### src/hdl/dajx_pkg.sv
package dajx_pkg;

  // Instruction word layout (14 bits).
  localparam int DAJX_IW = 14;
  localparam int DAJX_PCW = 13;
  localparam int DAJX_LITW = 11;
  localparam int DAJX_FW = 7;
  localparam logic [1:0] DAJX_PFX_BYTE = 2'h0;
  localparam logic [3:0] DAJX_OPC_DEC = 4'h3;
  localparam logic [2:0] DAJX_OPC_JMP = 3'h5;
  localparam int DAJX_DBIT_POS = 7;
  localparam int DAJX_LATCH_LO_POS = 3;
  localparam logic [7:0] DAJX_ACC_RST = 8'h00;
  localparam logic [DAJX_PCW-1:0] DAJX_PC_RST = 13'h0000;

  // Instruction cycle phases.
  typedef enum logic [1:0] {
    DAJX_Q1 = 2'b00,
    DAJX_Q2 = 2'b01,
    DAJX_Q3 = 2'b10,
    DAJX_Q4 = 2'b11
  } dajx_phase_t;

  // Register file write request.
  typedef struct packed {
    logic we;
    logic [DAJX_FW-1:0] addr;
    logic [7:0] data;
  } dajx_fwr_t;

endpackage : dajx_pkg

### src/hdl/dajx_core.sv
// What this block does
// - Decrement writes f minus one to the accumulator if d=0, else to f.
// - Decrement is one word and one cycle: decode, read, process, write.
// - The jump loads its 11-bit literal into program counter bits 10:0.
// - The jump takes two cycles, the second a no-op in all four phases.
// - The jump is coded 101 then the literal and leaves all flags alone.
`timescale 1ns/1ps
module dajx_core
  import dajx_pkg::*;
(
  // Clock and reset.
  input wire logic clk_sys_in,
  input wire logic reset_in,
  // Instruction fetched for the current cycle, sampled at Q1.
  input wire logic [DAJX_IW-1:0] instr_in,
  // Program counter high latch.
  input wire logic [7:0] pc_high_latch_in,
  // Core state.
  output logic [DAJX_PCW-1:0] pc_out,
  output logic [7:0] acc_out,
  output logic zero_flag_out,
  output logic [1:0] phase_out,
  output logic flush_out,
  output logic illegal_out
);

  // Phase sequencer.
  dajx_phase_t phase_r;
  dajx_phase_t phase_nxt;

  // Instruction register.
  logic [DAJX_IW-1:0] ir_r;
  logic [DAJX_IW-1:0] ir_nxt;

  // Result of the process phase.
  logic [7:0] res_r;
  logic [7:0] res_nxt;

  // Program flow.
  logic [DAJX_PCW-1:0] pc_r;
  logic [DAJX_PCW-1:0] pc_nxt;
  logic flush_r;
  logic flush_nxt;

  // Accumulator, zero flag and register file write request.
  logic [7:0] acc_r;
  logic [7:0] acc_nxt;
  logic zero_r;
  logic zero_nxt;
  dajx_fwr_t fwr;

  // Marker for a word that is neither operation.
  logic illegal_r;
  logic illegal_nxt;

  // Fields of the held word.
  logic [7:0] rd_data;
  logic is_dec;
  logic is_jmp;
  logic dbit;
  logic [DAJX_FW-1:0] faddr;
  logic [DAJX_LITW-1:0] lit;
  logic [1:0] pc_hi;
  logic at_q4;
  logic live_q4;

  always_comb begin
    is_dec = (ir_r[13:12] == DAJX_PFX_BYTE) &&
             (ir_r[11:8] == DAJX_OPC_DEC);
    is_jmp = (ir_r[13:11] == DAJX_OPC_JMP);
    dbit = ir_r[DAJX_DBIT_POS];
    faddr = ir_r[DAJX_FW-1:0];
    lit = ir_r[DAJX_LITW-1:0];
    pc_hi = pc_high_latch_in[DAJX_LATCH_LO_POS+1:
                             DAJX_LATCH_LO_POS];
    at_q4 = (phase_r == DAJX_Q4);
    // The dead slot after a jump is a Q4 that must not execute.
    live_q4 = at_q4 && !flush_r;
  end

  dajx_regfile #(
    .AW(DAJX_FW)
  ) dajx_regfile_inst (
    .clk_sys_in(clk_sys_in),
    .rd_addr_in(faddr),
    .rd_data_out(rd_data),
    .wr_in(fwr)
  );

  // Q1 decode, Q2 read, Q3 process, Q4 write, then round again.
  always_comb begin
    case (phase_r)
      DAJX_Q1: begin
        phase_nxt = DAJX_Q2;
      end
      DAJX_Q2: begin
        phase_nxt = DAJX_Q3;
      end
      DAJX_Q3: begin
        phase_nxt = DAJX_Q4;
      end
      DAJX_Q4: begin
        phase_nxt = DAJX_Q1;
      end
      default: begin
        phase_nxt = DAJX_Q1;
      end
    endcase
  end

  always_ff @(posedge clk_sys_in) begin
    if (reset_in) begin
      phase_r <= DAJX_Q1;
    end else begin
      phase_r <= phase_nxt;
    end
  end

  // The word is taken at the end of Q1. The dead slot after a jump takes
  // an all-zero word instead, which decodes as neither operation.
  always_comb begin
    ir_nxt = ir_r;
    if (phase_r == DAJX_Q1) begin
      if (flush_r) begin
        ir_nxt = '0;
      end else begin
        ir_nxt = instr_in;
      end
    end
  end

  always_ff @(posedge clk_sys_in) begin
    if (reset_in) begin
      ir_r <= '0;
    end else begin
      ir_r <= ir_nxt;
    end
  end

  // The register file answers one edge after its address settles, so
  // its data are taken at the end of Q3.
  always_comb begin
    res_nxt = res_r;
    if (phase_r == DAJX_Q3) begin
      res_nxt = rd_data - 8'h01;
    end
  end

  always_ff @(posedge clk_sys_in) begin
    if (reset_in) begin
      res_r <= 8'h00;
    end else begin
      res_r <= res_nxt;
    end
  end

  // Q4 either steps the counter or loads the jump target; the dead
  // slot only clears the flush marker.
  always_comb begin
    pc_nxt = pc_r;
    flush_nxt = flush_r;
    if (at_q4) begin
      if (flush_r) begin
        flush_nxt = 1'h0;
      end else if (is_jmp) begin
        pc_nxt = {pc_hi, lit};
        flush_nxt = 1'h1;
      end else begin
        pc_nxt = pc_r + 13'h0001;
      end
    end
  end

  always_ff @(posedge clk_sys_in) begin
    if (reset_in) begin
      pc_r <= DAJX_PC_RST;
      flush_r <= 1'h0;
    end else begin
      pc_r <= pc_nxt;
      flush_r <= flush_nxt;
    end
  end

  // Only a live decrement touches the accumulator, the zero flag or the
  // register file, so a jump leaves the flag as it was.
  always_comb begin
    acc_nxt = acc_r;
    zero_nxt = zero_r;
    fwr = '0;
    if (live_q4 && is_dec) begin
      zero_nxt = (res_r == 8'h00);
      if (dbit) begin
        fwr.we = 1'h1;
        fwr.addr = faddr;
        fwr.data = res_r;
      end else begin
        acc_nxt = res_r;
      end
    end
  end

  always_ff @(posedge clk_sys_in) begin
    if (reset_in) begin
      acc_r <= DAJX_ACC_RST;
      zero_r <= 1'h0;
    end else begin
      acc_r <= acc_nxt;
      zero_r <= zero_nxt;
    end
  end

  // An unknown word still steps the counter; the marker then stands for
  // the whole of the next instruction cycle.
  always_comb begin
    illegal_nxt = illegal_r;
    if (at_q4) begin
      illegal_nxt = live_q4 && !is_dec && !is_jmp;
    end
  end

  always_ff @(posedge clk_sys_in) begin
    if (reset_in) begin
      illegal_r <= 1'h0;
    end else begin
      illegal_r <= illegal_nxt;
    end
  end

  assign pc_out = pc_r;
  assign acc_out = acc_r;
  assign zero_flag_out = zero_r;
  assign phase_out = phase_r;
  assign flush_out = flush_r;
  assign illegal_out = illegal_r;

endmodule : dajx_core

### src/hdl/dajx_regfile.sv
`timescale 1ns/1ps
module dajx_regfile
  import dajx_pkg::*;
#(
  parameter int AW = DAJX_FW
) (
  // Clock, no reset.
  input wire logic clk_sys_in,
  // Read port.
  input wire logic [AW-1:0] rd_addr_in,
  output logic [7:0] rd_data_out,
  // Write port.
  input wire dajx_fwr_t wr_in
);

  logic [7:0] mem_r [0:(1<<AW)-1];
  logic [7:0] rd_data_r;

  always_ff @(posedge clk_sys_in) begin
    if (wr_in.we) begin
      mem_r[wr_in.addr[AW-1:0]] <= wr_in.data;
    end
    rd_data_r <= mem_r[rd_addr_in];
  end

  assign rd_data_out = rd_data_r;

endmodule : dajx_regfile

### config.mk
export PLATFORM = sky130hd
export DESIGN_NAME = dajx_core
export DESIGN_NICKNAME = d
export VERILOG_FILES = /design/src/hdl/dajx_pkg.sv /design/src/hdl/dajx_core.sv /design/src/hdl/dajx_regfile.sv
export SDC_FILE = /design/constraint.sdc
export NUM_CORES = 1
export LEC_CHECK = 0
export BUFFER_PORTS_ARGS = -buffer_cell sky130_fd_sc_hd__buf_2
export CAP_MARGIN = 20
export CORE_MARGIN = 1
export CORE_UTILIZATION = 61
export DETAILED_ROUTE_END_ITERATION = 10
export GPL_ROUTABILITY_DRIVEN = 0
export GPL_TIMING_DRIVEN = 0
export PLACE_DENSITY_LB_ADDON = 0.08
export SETUP_SLACK_MARGIN = 0.4
export SLEW_MARGIN = 40
export SYNTH_ARGS = -nofsm -noshare
export SYNTH_HDL_FRONTEND = slang
export SYNTH_SLANG_ARGS = --single-unit
export TNS_END_PERCENT = 30
### constraint.sdc
create_clock -name clk_sys_in -period 6.16 [get_ports clk_sys_in]
set_input_delay 0 -clock clk_sys_in [delete_from_list [all_inputs] [get_ports clk_sys_in]]
set_output_delay 0 -clock clk_sys_in [all_outputs]
set_load 0.01 [all_outputs]
* Yosys cells after proc, flatten, opt, wreduce, memory -nomap -nowiden
Memories as Yosys holds them, arrays and structs flattened. A register that Yosys moved wholly into a read port is not among the register bits.
Cells that the tools add are included.
** Cells by class
- $add $sub $neg :: 2
- Equal/unequal tests :: 5
- Mux-type cells :: 9
- Bitwise logic cells :: 2
- Reductions and logical operators :: 13
** Operators by type and width (count)
- $mux W16 :: 2
- $mux W14 :: 1
- $add A13 B1 Y13 const B :: 1
- $mux W13 :: 1
- $logic_not A8 Y1 :: 1
- $pmux W2 S4 :: 1
- $sub A8 B1 Y8 const B :: 1
- $logic_and A1 B1 Y1 :: 5
- $eq A2 B2 Y1 const B :: 2
- $eq A4 B2 Y1 const B :: 1
- $logic_not A2 Y1 :: 2
- $mux W1 :: 4
- $reduce_and A2 Y1 :: 2
- $eq A3 B3 Y1 const B :: 1
- $logic_not A1 Y1 :: 3
- $eq A2 B1 Y1 const B :: 1
- $not A1 Y1 :: 2
** Storage, ports and cells
- Bits in registers :: 48
- Bits in writable memories :: 1024
- Memories kept :: 1
** Memory list
- dajx_regfile_inst.mem_r :: depth 128, width 8, rd ports 1, clocked after memory_dff 1, write ports 1, RTL line dajx_regfile.sv:16 : logic [7:0] mem_r [0:(1<<AW)-1];

* Logic depth before layout (Yosys ltp)
- Word-level depth :: 6
- Mapped depth :: 8

* By module
From an unflattened synthesis, not the netlist that was laid out.
** Second synthesis, totals
- Cells, all modules :: 1917
- Area, all modules :: 41979.0 um^2
** By module, submodules not included
- dajx_regfile :: instances 1, cells an instance 1635, area an instance 39665.5 um^2
- dajx_core :: instances 1, cells an instance 282, area an instance 2313.5 um^2

* Worst setup path before layout
No wires, ideal clock.
- Path kind :: reg-to-reg
- Start :: register phase_r[1], in the netlist phase_out[1]
- End :: memory dajx_regfile_inst.mem_r[0][0], data pin
- Library setup time :: 0.535 ns
- Data arrival time :: 3.249 ns
- Required time :: 5.625 ns
- Setup slack :: 2.377 ns
- Stages on the path, launching flop included :: 7
- Buffers on the path :: 2
- Cells stage by stage :: dfxtp_1 ha_1 nand2b_1 clkbuf_1 nor4_2 clkbuf_1 and2_1
** RTL lines
- start, declared :: RTL line dajx_core.sv:28 : dajx_phase_t phase_r;
- start signal, assigned :: RTL line dajx_core.sv:115 : phase_r <= phase_nxt;
- end, declared :: RTL line dajx_regfile.sv:16

* Worst setup path in the final report
- Start :: register phase_r[1], in the netlist phase_out[1]
- End :: memory dajx_regfile_inst.mem_r[45][4] (enable)
** On the way
- Cells in the longest elaborated chain, start to end :: 6
** RTL lines
- $eq A2 B2 Y1 * :: RTL line dajx_core.sv:76 : at_q4 = (phase_r == DAJX_Q4);
- $logic_and A1 B1 Y1 * :: RTL line dajx_core.sv:78 : live_q4 = at_q4 && !flush_r;
- $logic_and A1 B1 Y1 * :: RTL line dajx_core.sv:190 : if (live_q4 && is_dec) begin
- $mux W16 * :: RTL line dajx_core.sv:190
- $mux W1 :: RTL line dajx_regfile.sv:20 : if (wr_in.we) begin
- $mux W1 (not written as such) :: RTL line dajx_regfile.sv:21 : mem_r[wr_in.addr[AW-1:0]] <= wr_in.data;
Mark *: on every way between the ends. The rest lies on a longest branch, timed or not.

==> metrics.csv <==
metric,value,unit
P_leak,0.0123,µW
drt wl/cell,32.9,µm
Congestion Overflow GR,0,
max frequency,0.225,GHz
GRT Total Usage,0.297,
Final Max Tran Viols,0,
Worst-path clk slew,0.06,ns
# nets final,2128,
relative max-transition margin,0.440,
Finish-stage setup viols,0,
Initial Utilization,0.620,
ANT nets after route,0,
Setup Buffers After CTS,0,
number of max-cap violations,0,
status,"complete, no violations",
Worst Hold Class,input port to flip-flop,
row cnt,95,
Syn-to-layout area delta,13.1,%
layout cell share with drive strength beyond 1,0.306,
crit path DAT,4.73,ns
Crit Path Class,flip-flop to flip-flop,
"Clk Latency, worst-skew pair",0.66,ns
fin crit share,0.722,
initial antenna violation count,2,
overall power,15600,µW
drt initial violations,2730,
vias in the first global route,20455,
setup TNS,0,ns
root buf cell,clkbuf_16,
Detail Placement HPWL,66.6,mm
Max VDD drop,0.395,mV
area of the core,67600,µm²
syn avg cell area,22.0,µm²
Clock Path Buffers,3,
RSZ-0062 raised after global routing,false,
first-pass GRT wire length,145,mm
CTS sink count,1080,
final count of hold timing violations,0,
cts repair resizes,0,
Top Ports,50,
Syn Std Cell Area,42000,µm²
critical path launch point type,flip-flop,
IO buf count,42,
via count,20564,
final wirelength,101,mm
cts bufs inserted,105,
post-synthesis sequential area ratio,0.759,
Die W,264,µm
Residual DRC,0,
CP endpoint kind,flip-flop,
H-tree Lvls,3,
CTS tree,yes,
ys async rst share,0,
Post-Syn Instances,1907,
Vert. Die Dim,264,µm
Yosys warning count,0,
post-synthesis net count,1937,
largest net degree at the start of global routing,59,
Post-synth EDFFs,1024,
minimum clock period,4.45,ns
clk_skew,0.0256,ns
Cell Pwr Density,328,nW/µm²
synth unique cells,49,
drt via density,6.73,
cts hold-fix bufs,20,
Slew @ Worst Pin,0.838,ns
#FFs+latches synth,1080,
Pre-antenna DRT Iters,6,
Synth Flop Type,edfxtp_1,
CP max FO,10,
Worst EP required,6.44,ns
Die Area,69800,µm²
## cells by family (layout without fill, tap and decap cells)
family	count (synthesis)	after routing	synth area share
other cells	0	1	0
fa+ha+maj	6	6	0.00179
xor+xnor	5	5	0.00104
simple gates	273	273	0.0304
flops	1080	1080	0.759
compound gates	70	70	0.0102
mux	353	353	0.185
buf+inv	120	396	0.0124
## area by class of cell
class,instances,area (µm²)
clock inverter,70,709
tap,873,1090
antenna,1,2.50
buffer,112,526
fill,4015,20200
sequential,1080,31900
inverter,8,30.0
multi-input combinational,707,9700
clock buffer,122,2720
timing repair buffer,84,800
## placed cells by master (no fill, tap or decap), types with 16 or more instances in the layout
master,n
nor2_2,36
buf_4,17
dfxtp_1,56
buf_2,61
dlygate4sd3_1,20
nand3_1,18
mux4_2,336
clkinv_2,25
buf_12,16
a21oi_1,28
clkinv_1,18
edfxtp_1,1024
clkbuf_1,66
clkbuf_16,106
nor2b_1,21
nor2_1,131
clkbuf_2,20
## layer usage
metal / track usage / vias up / wire length, µm
met5: 0 / - / 0
met4: 0.101 / 0 / 3730
met3: 0.0530 / 196 / 9320
met2: 0.461 / 1153 / 48000
met1: 0.435 / 10814 / 39600
li1: - / 8401 / -
## Yosys cell counts (all sizes together), types with 2 or more instances
library cell / instances / share of area
mux2: 8 / 0.0021
o22ai: 3 / 0.00045
or3: 4 / 0.00060
nand4b: 3 / 0.00063
nand3b: 3 / 0.00054
nand2b: 7 / 0.0010
buf: 43 / 0.0055
nor4: 7 / 0.0013
xor2: 2 / 0.00042
ha: 6 / 0.0018
inv: 8 / 0.00072
dfxtp: 56 / 0.027
mux2i: 9 / 0.0021
and2: 12 / 0.0018
nor3: 5 / 0.00060
nand4bb: 2 / 0.00054
mux4: 336 / 0.18
nand4: 7 / 0.0010
xnor2: 3 / 0.00063
nand3: 19 / 0.0023
edfxtp: 1024 / 0.73
o31ai: 3 / 0.00054
clkbuf: 69 / 0.0062
a311oi: 2 / 0.00042
a21oi: 28 / 0.0033
o21ai: 12 / 0.0014
nand2: 11 / 0.00098
a211oi: 13 / 0.0023
nor2b: 21 / 0.0031
nor2: 167 / 0.015
## power by group
part	total (µW)	switching, µW	internal [µW]
logic	1180	729	454
clock network	6410	2710	3710
registers	7990	42.7	7950
## state kept, by name, summed over array words and instances, names as in the netlist
register / flops
phase_out: 2
acc_out: 8
ir_r: 14
dajx_regfile_inst.mem_r: 1024
dajx_regfile_inst.rd_data_out: 8
res_r: 8
zero_flag_out: 1
illegal_out: 1
pc_out: 13
flush_out: 1
## per-stage QoR
step	area (µm²)	hold slack [ns]	worst slack [ns]	utilization	cells
detailed placement	43700	0.245	1.58	0.646	2842
floorplan	42000	0.139	2.38	-	1907
finish	47500	0.136	1.71	0.702	3057
global placement	43300	0.237	-0.202	0.640	2822
CTS	47300	0.0964	1.63	0.700	3054
global route	47400	0.148	1.51	0.702	3056
## path summary, 6_finish.rpt
check,start,end,cells past startpoint,slack (ns)
worst max-delay path,phase_out[1],dajx_regfile_inst.mem_r[45][4],9,1.71
worst min-delay path,instr_in[12],ir_r[12],4,0.14
worst min register to register,illegal_out,illegal_out,2,0.48
worst max register to register,phase_out[1],dajx_regfile_inst.mem_r[45][4],9,1.71
## worst max-delay path: stages, from the launching register on
cell and delay [ns]:
dfxtp_1 0.38, ha_1 0.24, nand2b_1 0.08, clkbuf_1 0.26, nor4_2 0.68, clkbuf_1 0.40, nand4b_1 0.46, buf_4 0.36
clkbuf_2 0.41, nor2_1 0.77
(Power assumes the default switching activity.)
